**config.mk**
```make
export PLATFORM = sky130hd
export DESIGN_NAME = rsx_exec
export DESIGN_NICKNAME = d
export VERILOG_FILES = /design/src/design/rsx_exec.v /design/src/design/rsx_phase_gen.v
export VERILOG_INCLUDE_DIRS = /design/src /design/src/design
export SDC_FILE = /design/constraint.sdc
export NUM_CORES = 1
export LEC_CHECK = 0
export BUFFER_PORTS_ARGS = -buffer_cell sky130_fd_sc_hd__buf_2
export CELL_PAD_IN_SITES_DETAIL_PLACEMENT = 0
export CELL_PAD_IN_SITES_GLOBAL_PLACEMENT = 2
export CORE_MARGIN = 3
export CORE_UTILIZATION = 27
export DETAILED_ROUTE_END_ITERATION = 10
export PLACE_DENSITY_LB_ADDON = 0.1
export SLEW_MARGIN = 15
export SYNTH_ARGS = -nofsm -noshare
export SYNTH_HDL_FRONTEND = slang
export SYNTH_SLANG_ARGS = --single-unit
```
**constraint.sdc**
```tcl
create_clock -name clk_i -period 2 [get_ports clk_i]
set_input_delay 0.1 -clock clk_i [delete_from_list [all_inputs] [get_ports clk_i]]
set_output_delay 0.1 -clock clk_i [all_outputs]
set_load 0.05 [all_outputs]
```
**src/design/rsx_defs.vh**
```
// constants for the return and skip instruction execution unit
`ifndef RSX_DEFS_VH
`define RSX_DEFS_VH
`define RSX_OPC_W        16
`define RSX_RETFI_MASK   16'hFFFE
`define RSX_RETFI_CODE   16'h0010
`define RSX_RETLIT_MASK  16'hFF00
`define RSX_RETLIT_CODE  16'h0C00
`define RSX_TSZ_MASK     16'hFE00
`define RSX_TSZ_CODE     16'h6600
`define RSX_FAST_BIT     0
`define RSX_ACC_BIT      8
`define RSX_ILO_MAX      8'h5F
`define RSX_ACC_SPLIT    8'h60
`define RSX_ACC_HI_BANK  4'hF
`define RSX_PH_DEC       4'h1
`define RSX_PH_RD        4'h2
`define RSX_PH_PROC      4'h4
`define RSX_PH_WB        4'h8
`endif

```
**src/design/rsx_exec.v**
```verilog
// execution unit for return from interrupt, return with literal and test-skip-if-zero
// Overview of operation
// [RULE1] return_from_interrupt_op pops stack_top into the pc and sets the high or low global enable over two cycles.
// [RULE2] with the fast bit set, working, flags and bank select registers are restored from their shadows.
// [RULE3] return_with_literal_op loads the working register with k and the pc from stack_top over two cycles.
// [RULE4] both returns leave pc_upper_latch and pc_high_latch untouched.
// [RULE5] test_skip_if_zero_op on a zero operand discards the fetched next instruction and runs a nop in its place.
// [RULE6] the access bit selects the access bank when clear and the bank_select_reg bank when set.
// [RULE7] access bit clear with extended set enabled and address up to 95 uses indexed literal offset addressing.
// [RULE8] each cycle has decode, read, process and write-back phases, and flushed cycles do nothing in all of them.
`timescale 1ns/1ps
`include "rsx_defs.vh"
module rsx_exec (
    input  wire        clk_i,
    input  wire        nrst_i,
    input  wire        ce_i,
    // instruction stream and mode levels
    input  wire [15:0] instr_i,          // instruction presented at decode
    input  wire        instr_valid_i,
    input  wire [20:0] stack_top_i,
    input  wire        priority_mode_i,   // 1: high/low priority scheme
    input  wire        in_high_isr_i,     // returning from high priority service
    input  wire        ext_set_en_i,
    input  wire [7:0]  file_rdata_i,      // operand read back, sampled in process phase
    // values read back from the register file side
    input  wire [7:0]  working_shadow_i,
    input  wire [7:0]  flags_shadow_i,
    input  wire [3:0]  bank_shadow_i,
    input  wire [3:0]  bank_select_reg_i,
    input  wire [7:0]  fsr2_base_i,       // base for indexed literal offset
    // registered results; strobes last one clock while ce_i is high
    output reg  [3:0]  phase_o,
    output reg  [11:0] file_addr_o,
    output reg         file_rd_o,
    output reg         pc_load_o,
    output reg  [20:0] pc_o,
    output reg         stack_pop_o,
    output reg         w_load_o,
    output reg  [7:0]  w_o,
    output reg         flags_load_o,
    output reg  [7:0]  flags_o,
    output reg         bank_load_o,
    output reg  [3:0]  bank_o,
    output reg         high_priority_global_enable_set_o,
    output reg         low_priority_global_enable_set_o,
    output reg         pclat_we_o,        // never raised by these instructions
    output reg         skip_o,
    output reg         busy_o
);
    // internal phase ring; phase_o is its registered copy
    wire [3:0]  ph;
    reg  [15:0] op_reg;
    reg         flush_reg;   // current cycle is a discarded one
    reg         second_reg;  // second cycle of a two-cycle return
    reg  [1:0]  kind_reg;
    // instruction classes held for the rest of the cycle
    localparam K_NONE = 2'h0;
    localparam K_RFI  = 2'h1;
    localparam K_RLW  = 2'h2;
    localparam K_TSZ  = 2'h3;

    // four-clock phase ring shared by all instructions
    rsx_phase_gen u_phase (
        .clk_i   (clk_i),
        .nrst_i  (nrst_i),
        .ce_i    (ce_i),
        .phase_o (ph)
    );

    // decode function applied to the incoming word at decode
    function [1:0] classify;
        input [15:0] w;
        begin
            if ((w & `RSX_RETFI_MASK) == `RSX_RETFI_CODE) classify = K_RFI;
            else if ((w & `RSX_RETLIT_MASK) == `RSX_RETLIT_CODE) classify = K_RLW;
            else if ((w & `RSX_TSZ_MASK) == `RSX_TSZ_CODE) classify = K_TSZ;
            else classify = K_NONE;
        end
    endfunction

    // operand address formation
    function [11:0] fadr;
        input [15:0] w;
        input        ext;
        input [3:0]  bank_select_reg;
        input [7:0]  base;
        reg   [7:0]  sum;
        begin
            // offset wraps inside the 8-bit window; the carry is dropped on purpose
            sum = base + w[7:0];
            // access bit set: bank from bank_select_reg; clear: access bank or indexed offset
            if (w[`RSX_ACC_BIT])
                fadr = {bank_select_reg, w[7:0]}; // see [RULE6]
            else if (ext && w[7:0] <= `RSX_ILO_MAX)
                fadr = {4'h0, sum}; // see [RULE7]
            else if (w[7:0] < `RSX_ACC_SPLIT)
                fadr = {4'h0, w[7:0]}; // see [RULE6]
            else
                fadr = {`RSX_ACC_HI_BANK, w[7:0]};
        end
    endfunction

    // sequencing; nothing happens in a flushed or second cycle; the pop comes in the first cycle's write-back
    // the word fetched behind a taken skip or a return is dropped here at decode, so the
    // fetch side never has to cancel it; the register file must answer file_rd_o within
    // one clock, because the operand is sampled in the process phase
    always @(posedge clk_i or negedge nrst_i) begin
        if (!nrst_i) begin
            // internal state
            op_reg <= 16'h0000;
            kind_reg <= K_NONE;
            flush_reg <= 1'b0;
            second_reg <= 1'b0;
            // outputs
            phase_o <= `RSX_PH_DEC;
            file_addr_o <= 12'h000;
            file_rd_o <= 1'b0;
            pc_load_o <= 1'b0;
            pc_o <= 21'h00000;
            stack_pop_o <= 1'b0;
            w_load_o <= 1'b0;
            w_o <= 8'h00;
            flags_load_o <= 1'b0;
            flags_o <= 8'h00;
            bank_load_o <= 1'b0;
            bank_o <= 4'h0;
            high_priority_global_enable_set_o <= 1'b0;
            low_priority_global_enable_set_o <= 1'b0;
            pclat_we_o <= 1'b0;
            skip_o <= 1'b0;
            busy_o <= 1'b0;
        end else if (ce_i) begin
            phase_o <= ph;
            // every strobe is a single-clock pulse unless a phase below raises it again
            file_rd_o <= 1'b0;
            pc_load_o <= 1'b0;
            stack_pop_o <= 1'b0;
            w_load_o <= 1'b0;
            flags_load_o <= 1'b0;
            bank_load_o <= 1'b0;
            skip_o <= 1'b0;
            high_priority_global_enable_set_o <= 1'b0;
            low_priority_global_enable_set_o <= 1'b0;
            pclat_we_o <= 1'b0; // see [RULE4]

            case (ph)
                // decode: a new word is taken only in a live cycle
                `RSX_PH_DEC: begin
                    if (flush_reg || second_reg) begin
                        // discarded instruction word behaves as a nop
                        kind_reg <= K_NONE; // see [RULE8]
                        flush_reg <= 1'b0;
                        second_reg <= 1'b0;
                        busy_o <= 1'b0;
                    end else if (instr_valid_i) begin
                        // unknown opcodes classify as K_NONE and run as a nop
                        op_reg <= instr_i;
                        kind_reg <= classify(instr_i);
                        busy_o <= (classify(instr_i) != K_NONE);
                    end else begin
                        kind_reg <= K_NONE;
                    end
                end

                // read: fetch the operand, or stage the literal; w_load_o strobes only at write-back
                `RSX_PH_RD: begin
                    if (kind_reg == K_TSZ) begin
                        file_addr_o <= fadr(op_reg, ext_set_en_i, bank_select_reg_i, fsr2_base_i);
                        file_rd_o <= 1'b1;
                    end else if (kind_reg == K_RLW) begin
                        w_o <= op_reg[7:0];
                    end
                end

                // process: decide the skip from the operand read back
                `RSX_PH_PROC: begin
                    // zero operand flushes the prefetched word
                    if (kind_reg == K_TSZ && file_rdata_i == 8'h00) begin
                        flush_reg <= 1'b1; // see [RULE5]
                        skip_o <= 1'b1;
                    end
                end

                // write-back: pop and restores; high and low enables are never set together
                `RSX_PH_WB: begin
                    if (kind_reg == K_RFI || kind_reg == K_RLW) begin
                        // pc from stack only; latches are left alone
                        pc_o <= stack_top_i; // see [RULE4]
                        pc_load_o <= 1'b1; // see [RULE1] [RULE3]
                        stack_pop_o <= 1'b1;
                        second_reg <= 1'b1; // two cycle return
                    end
                    // the literal already sits in w_o since the read phase
                    if (kind_reg == K_RLW) begin
                        w_load_o <= 1'b1; // see [RULE3]
                    end
                    if (kind_reg == K_RFI) begin
                        // non-priority mode: high enable acts as the global enable
                        if (!priority_mode_i || in_high_isr_i)
                            high_priority_global_enable_set_o <= 1'b1; // see [RULE1]
                        else
                            low_priority_global_enable_set_o <= 1'b1; // see [RULE1]
                        if (op_reg[`RSX_FAST_BIT]) begin
                            w_o <= working_shadow_i; // see [RULE2]
                            w_load_o <= 1'b1;
                            flags_o <= flags_shadow_i;
                            flags_load_o <= 1'b1;
                            bank_o <= bank_shadow_i;
                            bank_load_o <= 1'b1;
                        end
                    end
                    // a taken skip stays busy until the decode phase of its flushed cycle
                    if (kind_reg == K_TSZ && !flush_reg) busy_o <= 1'b0;
                end

                // not reachable while the ring stays one-hot
                default: begin
                    kind_reg <= K_NONE;
                end
            endcase
        end
    end
endmodule // rsx_exec

```
**src/design/rsx_phase_gen.v**
```verilog
// four phase sequencer of one instruction cycle
`timescale 1ns/1ps
`include "rsx_defs.vh"
module rsx_phase_gen (
    input  wire       clk_i,
    input  wire       nrst_i,
    input  wire       ce_i,
    output reg  [3:0] phase_o
);
    // one-hot ring; each instruction cycle is four clocks
    always @(posedge clk_i or negedge nrst_i) begin
        if (!nrst_i) begin
            phase_o <= `RSX_PH_DEC;
        end else if (ce_i) begin
            phase_o <= {phase_o[2:0], phase_o[3]}; // see [RULE8]
        end
    end
endmodule // rsx_phase_gen

```
==> flow_summary.yaml, run 1 <==
sta:
  slew_viol_final: 0
  fin_crit_sh_pct: 95.2
  fin_crit_ns: 1.90
  max_freq_ghz: 0.525
  finalHoldViolations: 0
  final-setup-viol-count: 0
  rsz0062_at_grt: "true"
  finClkSkew_ns: 0.00693
  holdWs_ns: 0.0191
clocking:
  clock-sinks: 80
  htreeDepth: 3
  cts_buffer_depth: 2
  clkTransAtPathRegs_ns: 0.06
  cts_made_buffers: 9
  clk_latency_ns: 0.33
  tritoncts: "built"
  cts_root_buf: "clkbuf_16"
finish:
  final_net_count: 633
  finish.utilization_pct: 40.5
  layout_commonest_cell: "buf_2"
  drive_gt1_share_pct: 45.5
  area_growth_syn_to_layout_pct: 46.6
  largest_reg_flops: 21
  final_cells: 723
  layout_common_cells: "buf_2, dfrtp_1, nand2_1, dlygate4sd3_1, mux2_2"
  num_antenna_cells: 0
global_route:
  grt_pass1_wl_mm: 18.2
  overflow: 0
  antenna_found_initial: 0
  first_global_vias: 3355
  grt_usage_pct: 14.7
  grt_max_degree: 40
yosys:
  synthTopCellsByArea: "dfrtp_1, mux2_2, mux2_4"
  yosys.area_share.simple_pct: 11.3
  async_reset_ff_share_pct: 100
  synthCells: 337
  synthesis.area_mm2: 0.00385
  synthAdderAreaFrac_pct: 3.77
  yosysUniqueCellTypes: 46
  synth_sequential_area_ratio_pct: 52.0
  avgSynthCellArea_um2: 11.4
  synth_xor_area_share_pct: 0.455
  synth.top_cell.area_share_pct: 50.7
  ys_ff_latch: 80
  syn-num-nets: 432
  yosysWarnings: 0
  synth_compound_area_share_pct: 10.7
  synth_top_family_by_area: "multiplexers"
  synthFlopType: "dfrtp_1"
  muxShareOfSynthArea_pct: 16.5
  yosysTopAreaCell: "dfrtp_1"
  synth-edff-count: 0
setup_path:
  worst-setup-path-type: "flip-flop to flip-flop"
  slowest_delay_ns: 0.54
  cp-start-kind: "flip-flop"
  cp-end-kind: "flip-flop"
  cp_top_family: "simple AND/OR/NAND/NOR gates"
  crit_arrival_ns: 2.11
  crit_chain: "or4b_4 > or3_1 > buf_12 > mux2_4"
  critPathBufInv: 1
  critPathSlowestCell: "or4b_4"
  crit_fanout: 23
  cp.required_ns: 2.21
pwr:
  p_clk_share_pct: 35.4
  comb_power_share_pct: 26.9
  seqPwrFrac_pct: 37.7
  powerDensity_mw_per_mm2: 889
  p_sw_uw: 1550
  ir_worst_vdd_uv: 341
  p_int_uw: 3470
  switching_share_pct: 30.8
  power_leakage_uw: 0.00295
placement:
  dp.cells: 670
  numPortBuffers: 150
  dp_hpwl_mm: 8.56
  gp_congestion: 0.770
floorplan:
  dieHeight_um: 125
  rows: 43
  die_area_mm2: 0.0157
  io_pins: 152
  initial_core_util_pct: 27.6
  dieWidth_um: 125
  fp.coreArea_mm2: 0.0139
job:
  maxCapViolCount: 0
detailed_routing:
  wirelength_mm: 11.4
  first_pass_iters: 4
  antenna_left: 0
  via_count: 3285
  drt_iter0_drc: 127
  vias_per_cell: 4.54
  drc_errors: 0
  wire_per_inst_um: 15.8
status:
  status: "finished, final reports clean"
hold_path:
  worst_hold_path_type: "input pin to flip-flop"
## kinds of logic (layout without fill, tap and decap cells)
logic type,after synthesis,count (layout)
fa+ha+maj,11,11
simple gates,88,88
xor+xnor,2,2
other cells,1,1
flops,80,80
mux,51,51
compound gates,66,66
buf+inv,38,244
## cells in the mapped netlist (3+ instances only)
library cell	count
buf_4	5
mux2i_1	5
inv_1	18
clkbuf_1	7
a22oi_1	4
o21a_1	3
nand3_1	4
nor2_1	15
nand4_1	3
a31oi_1	9
nor2b_1	6
nor4_1	3
ha_1	10
dfrtp_1	78
nor3_1	9
nand2_1	35
buf_2	4
mux2_4	18
o31ai_1	5
nor4b_1	4
mux2_2	28
a21oi_1	7
a211oi_1	4
o21ai_0	24
buf_6	4
## routing by layer
| metal | wire length, um | vias up | GRT usage (%) |
|---|---|---|---|
| li1 | - | 1596 | - |
| met1 | 5580 | 1566 | 20.6 |
| met2 | 5080 | 112 | 22.7 |
| met3 | 607 | 11 | 3.25 |
| met4 | 156 | 0 | 4.97 |
| met5 | 0 | - | 0 |
## worst register-to-register path, delay by kind of cell (launching register included)
| family | cells | cell delay, ns |
|---|---|---|
| AND/OR/NAND/NOR | 2 | 0.91 |
| flip-flops | 1 | 0.37 |
| multiplexers | 1 | 0.32 |
| buffers and inverters | 1 | 0.19 |
## power by group through the flow
stage	logic, uW	registers (uW)	clock network [uW]
2_1_floorplan	684	2010	0
3_3_place_gp	1290	1910	0
3_5_place_dp	1280	1920	0
4_1_cts	1340	1890	1860
5_1_grt	1490	1910	1920
6_report	1350	1890	1780
## worst paths after layout
path / from / slack (ns) / to / cells past startpoint
setup / recovery: u_phase.phase_o[0]$_DFFE_PN1P_ / 0.1 / pc_o[5]$_DFFE_PN0P_ / 4
min in group asynchronous: nrst_i / 0.24 / file_addr_o[11]$_DFFE_PN0P_ / 2
hold / removal: instr_i[6] / 0.02 / op_reg[6]$_DFFE_PN0P_ / 2
max in group asynchronous: nrst_i / 1.13 / u_phase.phase_o[0]$_DFFE_PN1P_ / 3
setup reg to reg: u_phase.phase_o[0]$_DFFE_PN1P_ / 0.1 / pc_o[5]$_DFFE_PN0P_ / 4
hold reg to reg: file_addr_o[8]$_DFFE_PN0P_ / 0.47 / file_addr_o[8]$_DFFE_PN0P_ / 2
## through the flow
stage / power [uW] / setup TNS (ns) / setup WS, ns / instance area (um2)
2_1_floorplan: 2700 / -0.0526 / -0.00328 / 3880
3_3_place_gp: 3200 / 0 / 0.0504 / 4930
3_5_place_dp: 3200 / 0 / 0.0972 / 4930
4_1_cts: 5090 / 0 / 0.0697 / 5600
5_1_grt: 5320 / 0 / 0.0218 / 5640
6_report: 5020 / 0 / 0.0957 / 5640
## cell type report
class                           count  area [um2]
Inverter                           18        67.6
Timing Repair Buffer              210        1330
Tap cell                          180         225
Clock inverter                      5        80.1
Clock buffer                       11         243
Sequential cell                    80        2000
Fill cell                        1414        8290
Multi-Input combinational cell    219        1700
## what timing repair did
item,in CTS,in global routing
resized for setup,0,5
setup endpoints to repair,0,4
hold endpoints to repair,59,0
setup buffers,0,2
hold buffers,35,0
Power figures use the tool's default switching activity.
==> inputs of run 2 (changes only) <==
--- a/config.mk
+++ b/config.mk
@@ -10,7 +10,7 @@
 export CELL_PAD_IN_SITES_DETAIL_PLACEMENT = 0
 export CELL_PAD_IN_SITES_GLOBAL_PLACEMENT = 2
 export CORE_MARGIN = 3
-export CORE_UTILIZATION = 27
+export CORE_UTILIZATION = 32
 export DETAILED_ROUTE_END_ITERATION = 10
 export PLACE_DENSITY_LB_ADDON = 0.1
 export SLEW_MARGIN = 15
==> constraint.sdc (replaced) <==
create_clock -name clk_i -period 2.4 [get_ports clk_i]
set_input_delay 0.12 -clock clk_i [delete_from_list [all_inputs] [get_ports clk_i]]
set_output_delay 0.12 -clock clk_i [all_outputs]
set_load 0.05 [all_outputs]
==> flow_summary.yaml, run 2 (synthesized netlist as in run 1, its figures left out) <==
finish:
  nFillCells: 1118
  area_growth_syn_to_layout_pct: 38.7
  layout_common_cells: "buf_2, dfrtp_1, nand2_1"
  num_antenna_cells: 0
  final_net_count: 617
  drive_gt1_share_pct: 43.7
  finish.utilization_pct: 46.0
  final_cells: 669
  largest_reg_flops: 21
  layout_commonest_cell: "buf_2"
clocking:
  tritoncts: "built"
  cts_made_buffers: 9
  clkTransAtPathRegs_ns: 0.06
  post-cts-setup-buffers: 0
  htreeDepth: 3
  clk_latency_ns: 0.34
  cts_root_buf: "clkbuf_16"
  cts_buffer_depth: 2
  clock-sinks: 80
hold_path:
  worst_hold_path_type: "input pin to flip-flop"
floorplan:
  fp.coreArea_mm2: 0.0116
  dieWidth_um: 116
  dieHeight_um: 116
  initial_core_util_pct: 33.2
  die_area_mm2: 0.0134
  io_pins: 152
  rows: 39
setup_path:
  cp-start-kind: "flip-flop"
  crit_arrival_ns: 2.29
  cp-end-kind: "flip-flop"
  worst-setup-path-type: "flip-flop to flip-flop"
  crit_fanout: 12
  cp.required_ns: 2.62
global_route:
  antenna_found_initial: 0
  grt_max_degree: 53
  grt_pass1_wl_mm: 16.2
  first_global_vias: 3117
  grt_usage_pct: 16.0
  overflow: 0
detailed_routing:
  vias_per_cell: 4.69
  first_pass_iters: 4
  wirelength_mm: 10.5
  wire_per_inst_um: 15.7
  drt_iter0_drc: 148
  drc_errors: 0
  antenna_left: 0
  via_count: 3140
sta:
  fin_crit_ns: 2.07
  fin_crit_sh_pct: 86.4
  worst_pin_slew_ns: 0.698
  setup_slack_ns: 0.326
  finClkSkew_ns: 0.00776
  tns_ns: 0
  final-setup-viol-count: 0
  slew_headroom_pct: 53.4
  rsz0062_at_grt: "false"
  slew_viol_final: 0
  finalHoldViolations: 0
  max_freq_ghz: 0.482
pwr:
  powerDensity_mw_per_mm2: 718
  total_power_uw: 3830
  ir_worst_vdd_uv: 342
  power_leakage_uw: 0.00283
placement:
  gp_congestion: 0.774
  place_ws_ns: 0.323
  dp_hpwl_mm: 7.83
  numPortBuffers: 150
  dp.cells: 625
job:
  maxCapViolCount: 0
status:
  status: "finished, final reports clean"
==> run 2: cell types whose count changed in the layout (fill, tap and decap cells not counted), moves of 2 or more <==
cell and change:
nor4_1 +2, clkinv_4 +2, buf_12 -2, bufinv_16 -2, dlygate4sd3_1 -6, buf_4 -8
==> run 2: worst paths after layout <==
path                                                start                             end  slack, ns  cells past startpoint
max in group asynchronous                          nrst_i  u_phase.phase_o[0]$_DFFE_PN1P_       1.34                      3
hold reg to reg                file_addr_o[9]$_DFFE_PN0P_      file_addr_o[9]$_DFFE_PN0P_       0.48                      2
setup / recovery           u_phase.phase_o[0]$_DFFE_PN1P_           op_reg[0]$_DFFE_PN0P_       0.33                      6
setup reg to reg           u_phase.phase_o[0]$_DFFE_PN1P_           op_reg[0]$_DFFE_PN0P_       0.33                      6
hold / removal                            stack_top_i[16]            pc_o[16]$_DFFE_PN0P_       0.02                      2
min in group asynchronous                          nrst_i     file_addr_o[10]$_DFFE_PN0P_       0.36                      2
==> run 2: layer usage <==
layer	wire (um)	part of all wire (%)	GRT usage, %	vias up
met5	0	0	0	-
met4	139	1.3	5.34	0
met3	736	7.0	4.75	10
met2	4480	43	23.3	107
met1	5160	49	22.8	1464
li1	-	-	-	1559
==> run 2: power breakdown <==
| part | total [uW] | switching, uW | internal [uW] |
|---|---|---|---|
| Sequential | 1590 | 121 | 1470 |
| Clock | 1220 | 530 | 694 |
| Combinational | 1020 | 592 | 426 |
| Total | 3830 | 1240 | 2590 |
==> run 2: critical path, stage by stage (launching register included) <==
cell	delay, ns
dfstp_2	0.40
or4b_1	0.54
buf_4	0.20
and4_1	0.21
nand3_1	0.07
buf_4	0.19
mux2_2	0.35
==> run 2: area by class of cell <==
| class | instances | area, um2 | area share [%] |
|---|---|---|---|
| sequential | 80 | 2000 | 37.5 |
| multi-input combinational | 219 | 1660 | 31.0 |
| timing repair buffer | 194 | 1170 | 21.9 |
| clock buffer | 10 | 229 | 4.29 |
| tap | 143 | 179 | 3.35 |
| inverter | 18 | 67.6 | 1.27 |
| clock inverter | 5 | 35.0 | 0.656 |
==> run 2: what timing repair did <==
action | in CTS | in global routing
gates resized for setup | 0 | 0
endpoints found under the setup margin | 0 | 0
hold endpoints to repair | 79 | 0
hold buffers | 29 | 0
==> run 2: stage by stage <==
stage	cell area, um2	hold WS (ns)
after floorplan	3850	-0.176
after global placement	4790	0.222
after detailed placement	4790	0.218
after CTS	5340	0.000122
after global routing	5340	0.00000516
final	5340	0.0156
==> inputs of run 3 (changes only) <==
==> constraint.sdc (replaced) <==
create_clock -name clk_i -period 2.4 [get_ports clk_i]
set_input_delay 0.24 -clock clk_i [delete_from_list [all_inputs] [get_ports clk_i]]
set_output_delay 0.24 -clock clk_i [all_outputs]
set_load 0.05 [all_outputs]
==> flow_summary.yaml, run 3 (synthesized netlist as in run 1, its figures left out) <==
clocking:
  clock-sinks: 80
  clk_latency_ns: 0.34
  clkTransAtPathRegs_ns: 0.06
  cts_buffer_depth: 2
  tritoncts: "built"
  cts_made_buffers: 9
  post_cts_resized: 0
  cts_root_buf: "clkbuf_16"
  htreeDepth: 3
detailed_routing:
  wire_per_inst_um: 15.8
  via_count: 3032
  drc_errors: 0
  vias_per_cell: 4.72
  drt_iter0_drc: 115
  antenna_left: 0
  first_pass_iters: 4
  wirelength_mm: 10.1
hold_path:
  min_path_cells: 2
  min_from: "in_high_isr_i"
  min_delay_worst_endpoint: "low_priority_global_enable_set_o$_DFFE_PN0P_"
  worst_hold_path_type: "input pin to flip-flop"
placement:
  gp_congestion: 0.786
  dp_hpwl_mm: 7.70
  place_area_mm2: 0.00479
  dp.cells: 625
  numPortBuffers: 150
  place_ws_ns: 0.328
setup_path:
  cp-start-kind: "flip-flop"
  crit_arrival_ns: 2.31
  r2r-start: "u_phase.phase_o[0]$_DFFE_PN1P_"
  cp-end-kind: "flip-flop"
  cp.required_ns: 2.62
  r2r_cells: 6
  worst-setup-path-type: "flip-flop to flip-flop"
  r2r_end: "op_reg[0]$_DFFE_PN0P_"
  crit_fanout: 12
  r2r_setup_slack_ns: 0.31
sta:
  fin_crit_sh_pct: 87.2
  tns_ns: 0
  slew_viol_final: 0
  finClkSkew_ns: 0.00660
  finalHoldViolations: 0
  setup_slack_ns: 0.306
  rsz0062_at_grt: "false"
  fin_crit_ns: 2.09
  max_freq_ghz: 0.478
  final-setup-viol-count: 0
finish:
  drive_gt1_share_pct: 46.5
  final_cells: 642
  layout_common_cells: "buf_2, dfrtp_1, nand2_1"
  nFillCells: 1188
  layout_commonest_cell: "buf_2"
  largest_reg_flops: 21
  final_net_count: 589
  design_area_mm2: 0.00512
  regArea_mm2: 0.00200
  num_antenna_cells: 0
  finish.utilization_pct: 44.1
  multiInputGateArea_mm2: 0.00166
  area_growth_syn_to_layout_pct: 33.1
status:
  status: "finished, final reports clean"
pwr:
  power_leakage_uw: 0.00275
  ir_worst_vdd_uv: 342
  powerDensity_mw_per_mm2: 793
floorplan:
  io_pins: 152
  die_area_mm2: 0.0134
  rows: 39
  initial_core_util_pct: 33.2
  fp.coreArea_mm2: 0.0116
  dieHeight_um: 116
  dieWidth_um: 116
global_route:
  first_global_vias: 3009
  grt_usage_pct: 15.4
  overflow: 0
  grt_pass1_wl_mm: 15.8
  antenna_found_initial: 0
  grt_max_degree: 59
job:
  maxCapViolCount: 0
## run 3: changes by cell type in the layout (fill, tap and decap cells not counted), moves of 2 or more
| cell | change |
|---|---|
| clkinv_4 | -2 |
| inv_6 | +2 |
| dlygate4sd3_1 | -28 |
| bufinv_16 | +2 |
## run 3: area by class of cell
| type | instances | area share (%) |
|---|---|---|
| clock buffers | 10 | 4.66 |
| clock inverters | 6 | 1.76 |
| inverters | 18 | 1.32 |
| multi-input cells | 219 | 32.3 |
| flip-flops and latches | 80 | 39.1 |
| well taps | 143 | 3.49 |
| repair buffers | 166 | 17.3 |
## run 3: critical path, stage by stage (launching register included)
cell	delay [ns]
dfstp_2	0.40
or4b_1	0.55
buf_4	0.20
and4_1	0.20
nand3_1	0.07
buf_4	0.19
mux2_2	0.35
## run 3: how the worst max path moves through the flow
stage	start	end	slack, ns
after CTS	u_phase.phase_o[0]$_DFFE_PN1P_	op_reg[2]$_DFFE_PN0P_	0.30
final	u_phase.phase_o[0]$_DFFE_PN1P_	op_reg[0]$_DFFE_PN0P_	0.31
after floorplan	u_phase.phase_o[1]$_DFFE_PN0P_	op_reg[2]$_DFFE_PN0P_	0.34
after detailed placement	u_phase.phase_o[0]$_DFFE_PN1P_	op_reg[4]$_DFFE_PN0P_	0.33
after global placement	u_phase.phase_o[0]$_DFFE_PN1P_	op_reg[4]$_DFFE_PN0P_	0.35
after global routing	kind_reg[0]$_DFFE_PN0P_	flush_reg$_DFFE_PN0P_	0.21
## run 3: per-stage QoR
stage,hold WS [ns],power (uW)
after floorplan,-0.0556,2230
after global placement,0.164,2590
after detailed placement,0.167,2590
after CTS,0.0860,4130
after global routing,0.101,4330
final,0.102,4060
## run 3: report_power, final
part	internal [uW]	switching [uW]	total, uW
Clock	945	565	1510
Sequential	1470	116	1580
Combinational	397	572	969
Total	2810	1250	4060
## run 3: what timing repair did
action | 4_1_cts | 5_1_grt
buffers inserted | 0 | 0
hold buffers | 1 | 0
hold endpoints to repair | 22 | 0
## run 3: per-layer routing
metal	track usage, %	vias up	share of wire (%)
met3	4.23	12	7.6
li1	-	1513	-
met5	0	-	0
met4	5.80	0	1.6
met1	22.1	1398	48
met2	22.3	109	42
